File: config.mk
export PLATFORM = sky130hd
export DESIGN_NAME = mpsl_mgmt_top
export DESIGN_NICKNAME = d
export VERILOG_FILES = /design/src/verilog/mpsl_sync2.v /design/src/verilog/mpsl_mgmt_top.v
export VERILOG_INCLUDE_DIRS = /design/src /design/src/verilog
export SDC_FILE = /design/constraint.sdc
export NUM_CORES = 1
export LEC_CHECK = 0
export BUFFER_PORTS_ARGS = -buffer_cell sky130_fd_sc_hd__buf_2
export CAP_MARGIN = 20
export CORE_MARGIN = 8
export CORE_UTILIZATION = 30
export DETAILED_ROUTE_END_ITERATION = 6
export PLACE_DENSITY = 0.56
export SYNTH_ARGS = -nofsm -noshare
export SYNTH_HDL_FRONTEND = slang
export SYNTH_SLANG_ARGS = --single-unit
File: constraint.sdc
create_clock -name clk_sys -period 2.45 [get_ports clk_sys]
set_input_delay 0.49 -clock clk_sys [delete_from_list [all_inputs] [get_ports clk_sys]]
set_output_delay 0.49 -clock clk_sys [all_outputs]
set_load 0.03 [all_outputs]
File: src/verilog/mpsl_defines.vh
/*
 * Constants of the management pin block: reset wait, frame layout,
 * strap positions.
 * Assumes it is included by bare name from files under verilog/.
 */
`ifndef MPSL_DEFINES_VH
`define MPSL_DEFINES_VH

// ----------------------------------------------------------------
// timing
// ----------------------------------------------------------------
`define MPSL_CLK_MHZ 200
`define MPSL_RST_WAIT_US 400
`define MPSL_RST_WAIT_CYC (`MPSL_RST_WAIT_US * `MPSL_CLK_MHZ)

// ----------------------------------------------------------------
// management frame layout
// ----------------------------------------------------------------
`define MPSL_HDR_BITS 5'h0E
`define MPSL_TAIL_BITS 5'h12
`define MPSL_DATA_BITS 5'h10
`define MPSL_ST_CODE 2'h1
`define MPSL_OP_WRITE 2'h1
`define MPSL_OP_READ 2'h2
`define MPSL_ST_HI 13
`define MPSL_ST_LO 12
`define MPSL_OP_HI 11
`define MPSL_OP_LO 10
`define MPSL_PA_HI 9
`define MPSL_PA_LO 5
`define MPSL_RA_HI 4
`define MPSL_RA_LO 0

// ----------------------------------------------------------------
// synchroniser lanes
// ----------------------------------------------------------------
`define MPSL_SYNC_W 7
`define MPSL_LN_MDC 0
`define MPSL_LN_MDIO 1
`define MPSL_LN_STRAP_LO 2
`define MPSL_LN_STRAP_HI 6

`endif

File: src/verilog/mpsl_sync2.v
/*
 * Two-flop synchroniser, one lane per bit.
 * Assumes each lane is an independent level from outside clk_sys.
 */
`timescale 1ns/1ps
module mpsl_sync2 #(
    parameter WIDTH = 1
) (
    // clock
    input wire clk_sys,
    // lanes
    input wire [WIDTH-1:0] asyncIn,
    output wire [WIDTH-1:0] syncOut
);
    reg [WIDTH-1:0] meta_q;
    reg [WIDTH-1:0] sync_q;

    // first stage feeds only the second
    always @(posedge clk_sys) begin
        meta_q <= asyncIn;
        sync_q <= meta_q;
    end

    assign syncOut = sync_q;
endmodule // mpsl_sync2

File: src/verilog/mpsl_mgmt_top.v
/*
 * Management pin block: serial management slave on the sampled
 * management clock, address straps caught after reset, and the
 * strapped-polarity indicator outputs.
 * Assumes link and activity status come from logic on clk_sys and
 * a register file answers regRdData on clk_sys.
 */
`timescale 1ns/1ps
`include "mpsl_defines.vh"
module mpsl_mgmt_top #(
    parameter RST_WAIT_CYC = `MPSL_RST_WAIT_CYC,
    parameter CNT_W = 17
) (
    // clock and reset
    input wire clk_sys,
    input wire srst,
    // management link pins
    input wire mdcIn,
    input wire mdioIn,
    output wire mdioOut,
    output wire mdioOeN,
    // strap and indicator pins
    input wire linkIndicatorIn,
    input wire activityIndicatorIn,
    input wire speedIndicatorIn,
    input wire duplexIndicatorIn,
    input wire phyAddrStrap4In,
    output wire linkIndicatorOut,
    output wire linkIndicatorOeN,
    output wire activityIndicatorOut,
    output wire activityIndicatorOeN,
    output wire speedIndicatorOut,
    output wire speedIndicatorOeN,
    output wire duplexIndicatorOut,
    output wire duplexIndicatorOeN,
    // status from the transceiver core
    input wire linkGood,
    input wire txActive,
    input wire rxActive,
    input wire speed100,
    input wire fullDuplex,
    // register file side
    output wire [4:0] regAddr,
    output wire regRdStrobe,
    input wire [15:0] regRdData,
    output wire [15:0] regWrData,
    output wire regWrStrobe,
    // state
    output wire [4:0] phyAddress,
    output wire deviceReady
);
    // ------------------------------------------------------------
    // states
    // ------------------------------------------------------------
    localparam [5:0] S_IDLE = 6'h01;
    localparam [5:0] S_HDR = 6'h02;
    localparam [5:0] S_RTA = 6'h04;
    localparam [5:0] S_RDAT = 6'h08;
    localparam [5:0] S_WR = 6'h10;
    localparam [5:0] S_SKIP = 6'h20;

    // ------------------------------------------------------------
    // pin synchronisers
    // ------------------------------------------------------------
    wire [`MPSL_SYNC_W-1:0] syncIn;
    wire mdcS;
    wire mdioS;
    wire [4:0] strapS;

    mpsl_sync2 #(.WIDTH(`MPSL_SYNC_W)) uSync (
        .clk_sys(clk_sys),
        .asyncIn({phyAddrStrap4In, duplexIndicatorIn, speedIndicatorIn,
            activityIndicatorIn, linkIndicatorIn, mdioIn, mdcIn}),
        .syncOut(syncIn)
    );
    assign mdcS = syncIn[`MPSL_LN_MDC];
    assign mdioS = syncIn[`MPSL_LN_MDIO];
    assign strapS = syncIn[`MPSL_LN_STRAP_HI:`MPSL_LN_STRAP_LO];

    // ------------------------------------------------------------
    // reset wait and strap capture
    // ------------------------------------------------------------
    reg [CNT_W-1:0] waitCnt_q;
    reg ready_q;
    reg [4:0] strap_q;

    // pins are released while waiting so the straps can be read
    always @(posedge clk_sys) begin
        if (srst) begin
            waitCnt_q <= {CNT_W{1'b0}};
            ready_q <= 1'b0;
            strap_q <= 5'h00;
        end else if (!ready_q) begin
            if (waitCnt_q == RST_WAIT_CYC[CNT_W-1:0] - 1'b1) begin
                ready_q <= 1'b1;
                strap_q <= strapS;
            end else begin
                waitCnt_q <= waitCnt_q + 1'b1;
            end
        end
    end

    // ------------------------------------------------------------
    // indicators: xor with strap flips to active-low when high
    // ------------------------------------------------------------
    reg [3:0] ind_q;
    reg indOe_q;
    wire [3:0] indEvent;

    assign indEvent = {fullDuplex & linkGood, speed100,
        txActive | rxActive, linkGood};

    always @(posedge clk_sys) begin
        if (srst) begin
            ind_q <= 4'h0;
            indOe_q <= 1'b0;
        end else begin
            ind_q <= indEvent ^ strap_q[3:0];
            // enable one edge late so no pulse of the old polarity leaks
            indOe_q <= ready_q;
        end
    end

    assign linkIndicatorOut = ind_q[0];
    assign activityIndicatorOut = ind_q[1];
    assign speedIndicatorOut = ind_q[2];
    assign duplexIndicatorOut = ind_q[3];
    assign linkIndicatorOeN = ~indOe_q;
    assign activityIndicatorOeN = ~indOe_q;
    assign speedIndicatorOeN = ~indOe_q;
    assign duplexIndicatorOeN = ~indOe_q;

    // ------------------------------------------------------------
    // management frame engine
    // ------------------------------------------------------------
    reg mdcPrev_q;
    wire mdcRise;
    reg [5:0] state_q, state_d;
    reg [4:0] cnt_q, cnt_d;
    reg [13:0] hdr_q, hdr_d;
    reg [15:0] sh_q, sh_d;
    reg [4:0] addr_q, addr_d;
    reg [15:0] wrData_q, wrData_d;
    reg wrStb_q, wrStb_d;
    reg rdStb_q, rdStb_d;
    reg out_q, out_d;
    reg oeN_q, oeN_d;
    wire [13:0] hdrNext;
    wire hdrOk;

    // only rising management clock edges move the engine
    assign mdcRise = mdcS & ~mdcPrev_q;
    assign hdrNext = {hdr_q[12:0], mdioS};
    assign hdrOk = hdrNext[`MPSL_ST_HI:`MPSL_ST_LO] == `MPSL_ST_CODE &&
        hdrNext[`MPSL_PA_HI:`MPSL_PA_LO] == strap_q;

    always @* begin
        state_d = state_q;
        cnt_d = cnt_q;
        hdr_d = hdr_q;
        sh_d = sh_q;
        addr_d = addr_q;
        wrData_d = wrData_q;
        wrStb_d = 1'b0;
        rdStb_d = 1'b0;
        out_d = out_q;
        oeN_d = oeN_q;
        if (mdcRise && ready_q) begin
            case (state_q)
                S_IDLE: begin
                    // preamble may be suppressed: first zero is start
                    if (!mdioS) begin
                        hdr_d = hdrNext;
                        cnt_d = 5'h01;
                        state_d = S_HDR;
                    end
                end
                S_HDR: begin
                    hdr_d = hdrNext;
                    cnt_d = cnt_q + 1'b1;
                    if (cnt_q == `MPSL_HDR_BITS - 1'b1) begin
                        cnt_d = 5'h00;
                        addr_d = hdrNext[`MPSL_RA_HI:`MPSL_RA_LO];
                        state_d = S_SKIP;
                        if (hdrOk && hdrNext[`MPSL_OP_HI:`MPSL_OP_LO] ==
                            `MPSL_OP_READ) begin
                            rdStb_d = 1'b1;
                            state_d = S_RTA;
                        end else if (hdrOk && hdrNext[`MPSL_OP_HI:
                            `MPSL_OP_LO] == `MPSL_OP_WRITE) begin
                            state_d = S_WR;
                        end
                    end
                end
                S_RTA: begin
                    // second turnaround bit is driven low by us
                    out_d = 1'b0;
                    oeN_d = 1'b0;
                    sh_d = regRdData;
                    state_d = S_RDAT;
                end
                S_RDAT: begin
                    if (cnt_q == `MPSL_DATA_BITS) begin
                        oeN_d = 1'b1;
                        out_d = 1'b0;
                        cnt_d = 5'h00;
                        state_d = S_IDLE;
                    end else begin
                        out_d = sh_q[15];
                        sh_d = {sh_q[14:0], 1'b0};
                        cnt_d = cnt_q + 1'b1;
                    end
                end
                S_WR: begin
                    // turnaround bits shift through and fall off
                    sh_d = {sh_q[14:0], mdioS};
                    cnt_d = cnt_q + 1'b1;
                    if (cnt_q == `MPSL_TAIL_BITS - 1'b1) begin
                        wrData_d = {sh_q[14:0], mdioS};
                        wrStb_d = 1'b1;
                        cnt_d = 5'h00;
                        state_d = S_IDLE;
                    end
                end
                S_SKIP: begin
                    // frames for another address pass unanswered
                    cnt_d = cnt_q + 1'b1;
                    if (cnt_q == `MPSL_TAIL_BITS - 1'b1) begin
                        cnt_d = 5'h00;
                        state_d = S_IDLE;
                    end
                end
                default: begin
                    cnt_d = 5'h00;
                    oeN_d = 1'b1;
                    state_d = S_IDLE;
                end
            endcase
        end
    end

    always @(posedge clk_sys) begin
        if (srst) begin
            mdcPrev_q <= 1'b0;
            state_q <= S_IDLE;
            cnt_q <= 5'h00;
            hdr_q <= 14'h0000;
            sh_q <= 16'h0000;
            addr_q <= 5'h00;
            wrData_q <= 16'h0000;
            wrStb_q <= 1'b0;
            rdStb_q <= 1'b0;
            out_q <= 1'b0;
            oeN_q <= 1'b1;
        end else begin
            mdcPrev_q <= mdcS;
            state_q <= state_d;
            cnt_q <= cnt_d;
            hdr_q <= hdr_d;
            sh_q <= sh_d;
            addr_q <= addr_d;
            wrData_q <= wrData_d;
            wrStb_q <= wrStb_d;
            rdStb_q <= rdStb_d;
            out_q <= out_d;
            oeN_q <= oeN_d;
        end
    end

    assign mdioOut = out_q;
    assign mdioOeN = oeN_q;
    assign regAddr = addr_q;
    assign regRdStrobe = rdStb_q;
    assign regWrData = wrData_q;
    assign regWrStrobe = wrStb_q;
    assign phyAddress = strap_q;
    assign deviceReady = ready_q;
endmodule // mpsl_mgmt_top

[Yosys cells after proc, flatten, opt, wreduce, memory -nomap -nowiden]
Index checks and enable logic that the tools add are counted.
Word-level totals
  bits of input ports: 30
  output and inout bits: 39
  word-level logic and storage cells: 98
  register bits after elaboration: 108
Cells by class
  reductions and logical operators: 21
  $add $sub $neg: 2
  multiplexer cells: 24
  equality and inequality tests: 19
  bitwise gates (word level): 14
Operator list (number)
  one-hot mux 16 bit (3 select lines): 1
  2-to-1 mux 6 bit: 6
  one-hot mux 6 bit (5 select lines): 1
  one-hot mux 13 bit (2 select lines): 1
  one-hot mux 5 bit (5 select lines): 1
  2-to-1 mux 5 bit: 4
  AND reduction 3 bit: 6
  adder 17 x 1 -> 17 bit (second input constant): 1
  == test 17 bit (second input constant): 1
  2-to-1 mux 16 bit: 1
  2-to-1 mux 13 bit: 1
  == test 5 bit (second input constant): 2
  inverter 1 bit: 10
  inequality test 2 bit (second input constant): 4
  OR reduction 4 bit: 2
  == test 6 x 1 -> 1 bit (second input constant): 1
  == test 6 x 2 -> 1 bit (second input constant): 1
  == test 6 x 3 -> 1 bit (second input constant): 1
  == test 6 x 4 -> 1 bit (second input constant): 1
  == test 6 x 5 -> 1 bit (second input constant): 1
  == test 6 bit (second input constant): 1
  2-to-1 mux 1 bit: 6
  AND reduction 2 bit: 3
  adder 5 x 1 -> 5 bit (second input constant): 1
  16 further kinds: 22

[Longest topological paths before layout]
  depth in word-level cells: 7
  gate-level depth with buffers: 8
  depth with buffers taken out: 7

[By module]
A second synthesis with hierarchy kept.
Second synthesis, totals
  cells, all modules: 477
  area total of the unflattened synthesis: 4569.4 µm²
By module, submodules not included
  mpsl_mgmt_top: times used 1, cells each 463, sequential area each 1881.8 µm², area an instance 4289.1 µm²
  mpsl_sync2: times used 1, cells each 14, sequential area each 280.3 µm², area an instance 280.3 µm²

[Worst setup path after synthesis]
No wires, ideal clock.
  path kind: register -> register
  from: reg ready_q, in the netlist deviceReady
  to: reg state_q[4]
  slack: 0.338 ns
  clock period less this slack: 2.112 ns
  required time: 2.335 ns
  library setup time: 0.115 ns
  cell stages (with the launch flop): 7
  arrival time: 1.998 ns
  path buffers: 1
  cell sequence: dfxtp_1 buf_2 nand3b_1 a41oi_1 nand4_2 and2_1 o21a_1
On the way
  word-level cells in the longest chain between the ends: 2
Ends and longest elaborated chain
  start, declared: RTL line mpsl_mgmt_top.v:84  | reg ready_q;
  start signal, assigned: RTL line mpsl_mgmt_top.v:91  | ready_q <= 1'b0;
  start signal, assigned: RTL line mpsl_mgmt_top.v:95  | ready_q <= 1'b1;
  logical AND 1 bit: RTL line mpsl_mgmt_top.v:168  | if (mdcRise && ready_q) begin
  AND reduction 5 bit (no source line)
  end signal, assigned: RTL line mpsl_mgmt_top.v:257  | state_q <= state_d;
  end, declared: RTL line mpsl_mgmt_top.v:138  | reg [5:0] state_q, state_d;
No other way between the ends.
A chain may end at the register's enable or synchronous reset.

[Worst setup path in the final report]
  from: reg state_q[0]
  to: reg cnt_q[0]
On the way
  word-level cells in the longest chain between the ends: 3
  elaborated cells between the ends (all ways): 11
  those cells by class: 7 x eq/ne; 1 x mux; 1 x bitwise; 2 x reduce/logical
Ends and longest elaborated chain
  == test 6 bit, or another cell as far along: RTL line mpsl_mgmt_top.v:169  | case (state_q)
  OR reduction 2 bit (no source line), or another cell as far along
  one-hot mux 5 bit (5 select lines) / AND reduction 3 bit (equally long branches)
  end signal, assigned: RTL line mpsl_mgmt_top.v:258  | cnt_q <= cnt_d;
  end, declared: RTL line mpsl_mgmt_top.v:139  | reg [4:0] cnt_q, cnt_d;
Parallel ways exist; a longest one is shown, timed or not.

==> flow_summary_export.csv <==
group,metric,value,unit
synth,synth_cell_types,51,
worst_setup_path,cp_cell_sequence,"nor4_4, nand4bb_1, nand3_1, a211oi_1, a211oi_1",
global_route,grt_pass1_wl,16.7,mm
global_route,antenna_found_initial,0,
timing,tightestPinTransition,463,ps
clock_network,clock_latency,350,ps
synth,synth_top_area_share,47.5,%
clock_network,htree_levels,3,
worst_setup_path,crit_family,"simple AND/OR/NAND/NOR gates",
route,antenna_left,0,
timing,slew_headroom,69.1,%
pwr,leakagePower,2.22,nW
pwr,power.density,623,nW/um2
clock_network,holdBufCountCts,0,
route,via_per_inst,4.81,
clock_network,root_buffer,"clkbuf_16",
clock_network,cts_made_buffers,9,
placement,portBuffers,68,
finish,design_area,5420,um2
timing,fin_setup_tns,0,ps
timing,finalCritPeriodShare,87.4,%
synth,async_flop_share,0,%
min_path,hold_path_class,"in2reg",
finish,multi_input_area,2210,um2
synth,netlist_area,4550,um2
synth,synth_top_area_cell,"dfxtp_1",
timing,finalMaxSlewViolations,0,
timing,finalClockSkew,8.29,ps
worst_setup_path,path_common_cell,"a211oi_1",
global_route,grt_max_degree,56,
clock_network,cts_tree,"done",
timing,fmax,467,MHz
timing,setup_violations,0,
global_route,grt_overflow_total,0,
run,maxCapViolations,0,
die,die_area,19400,um2
pwr,peakVddDrop,0.321,mV
global_route,grt_usage,10.6,%
finish,antenna_cells,0,
clock_network,cts-resized-gates,0,
finish,syn2layout_area_growth,19.1,%
placement,placed_area,5120,um2
synth,synth_warnings,0,
synth,yosysSeqAreaShare,47.5,%
finish,fill_cells,1539,
die,rows,45,
timing,hold_violations,0,
die,die_x,139,um
pwr,p_total,3.38,mW
finish,final_nets,577,
global_route,grt_pass1_vias,3512,
route,vias,3533,
route,first_pass_iters,4,
placement,hpwl,7.17,mm
finish,drive_gt1_share,22.1,%
finish,seqCellArea,2160,um2
synth,syn-num-nets,511,
die,fp.coreArea,15000,um2
worst_setup_path,max_stage_delay,490,ps
worst_setup_path,cp-start-kind,"flip-flop",
placement,finalWeightedCongestion,0.775,
synth,syn-mean-instance-area,9.54,um2
worst_setup_path,path_buf_inv,0,
clock_network,cts_buffer_depth,2,
die,dieHeight,139,um
run_status,status,"completed",
worst_setup_path,crit_arrival,2390,ps
worst_setup_path,cp.required,2700,ps
route,wl_per_cell,13.6,um
synth,synth.area.top_cells,"dfxtp_1 (47%), mux2i_1 (8.4%), nor2_1 (5.6%)",
placement,place_inst,720,
clock_network,cts_num_sinks,108,
synth,syn-instance-count,477,
synth,ys.flop_type,"dfxtp_1",
worst_setup_path,critPathMaxFanout,11,
worst_setup_path,end_kind,"flip-flop",
clock_network,post_cts_buffers,0,
die,start_util,30.3,%
timing,finalCriticalPeriod,2140,ps
route,drc,0,
finish,final_cell_count_no_fill,735,
timing,rsz0062_at_grt,"no",
route,routed_wl,10.0,mm
clock_network,path_clk_slew,80,ps
worst_setup_path,critPathKind,"reg2reg",
route,dr.first_iter.drc_count,176,
synth,synth-edff-count,0,
synth,ys_ff_latch,108,
die,io_pins,69,
worst_setup_path,cp_slowest_cell,"nor4_4",
cells by family after synthesis:
group	after synthesis	synth area share, %
simple gates	191	21.6
flops	108	47.5
compound gates	74	12.3
mux	38	8.36
buf+inv	35	3.93
xor+xnor	27	5.20
fa+ha+maj	4	1.10
per-stage QoR:
step           worst slack, ps  utilization [%]  hold WS [ps]
5_1_grt                    165             36.1           213
3_5_place_dp               345             34.0           312
2_1_floorplan              338                -           310
6_report                   309             36.1           233
3_3_place_gp               410             34.0           310
4_1_cts                    319             36.1           213
cells in the mapped netlist (4+ instances only):
cell	instances
o21ai_0	7
nand3_1	20
o211ai_1	6
dfxtp_1	108
nor3_1	7
clkbuf_1	11
a21oi_1	26
mux2i_1	38
nand2_1	47
buf_4	4
a31oi_1	4
nand3b_1	4
xnor2_1	11
inv_1	6
nand4b_1	6
and3_1	6
xor2_1	16
ha_1	4
nor2_1	68
nor4_1	4
buf_2	8
a211oi_1	6
a211oi_2	13
layout make-up:
type	count	area share (%)
clock buffer	10	4.41
clock inverter	5	1.25
inverter	6	0.415
multi-input combinational	334	40.8
sequential	108	39.9
tap	188	4.34
timing repair buffer	84	8.95
path summary, 6_finish.rpt:
kind | slack [ps] | start | depth (start not counted) | to
worst min register to register | 330 | uSync.meta_q[6]$_DFF_P_ | 0 | uSync.syncOut[6]$_DFF_P_
worst min-delay path | 230 | mdioIn | 1 | uSync.meta_q[1]$_DFF_P_
worst max register to register | 310 | state_q[0]$_SDFFE_PP1P_ | 5 | cnt_q[0]$_SDFFE_PP0P_
worst max-delay path | 310 | state_q[0]$_SDFFE_PP1P_ | 5 | cnt_q[0]$_SDFFE_PP0P_
registers in the layout, summed over array words and instances, names as in the netlist, 5 cells and up:
register,flops
cnt_q,5
hdr_q,13
phyAddress,5
regAddr,5
regWrData,16
sh_q,16
state_q,6
uSync.meta_q,7
uSync.syncOut,7
waitCnt_q,17
worst reg2reg max path: stages, from the launching register on:
cell and delay (ps):
dfxtp_1 450, nor4_4 500, nand4bb_1 350, nand3_1 360
a211oi_1 120, a211oi_1 260
routing by layer:
metal | track usage (%) | vias up | routed length [um]
met5 | 0 | - | 0
met4 | 3.99 | 0 | 138
met3 | 4.20 | 12 | 600
met2 | 17.5 | 83 | 4700
met1 | 12.1 | 1648 | 4580
li1 | - | 1790 | -
cell usage in the layout (no fill, tap or decap), types with 9 or more instances in the layout:
cell type,instances
dfxtp_1,108
nor2_1,68
buf_2,68
nand2_1,47
mux2i_1,38
a21oi_1,26
nand3_1,20
xor2_1,16
buf_4,14
a211oi_2,13
xnor2_1,11
clkbuf_16,9
where the power goes:
group | total [mW] | internal, mW | switching [mW]
clock network | 1.50 | 0.830 | 0.666
logic | 0.0957 | 0.0383 | 0.0574
registers | 1.79 | 1.77 | 0.0110
Power figures use the tool's default switching activity.
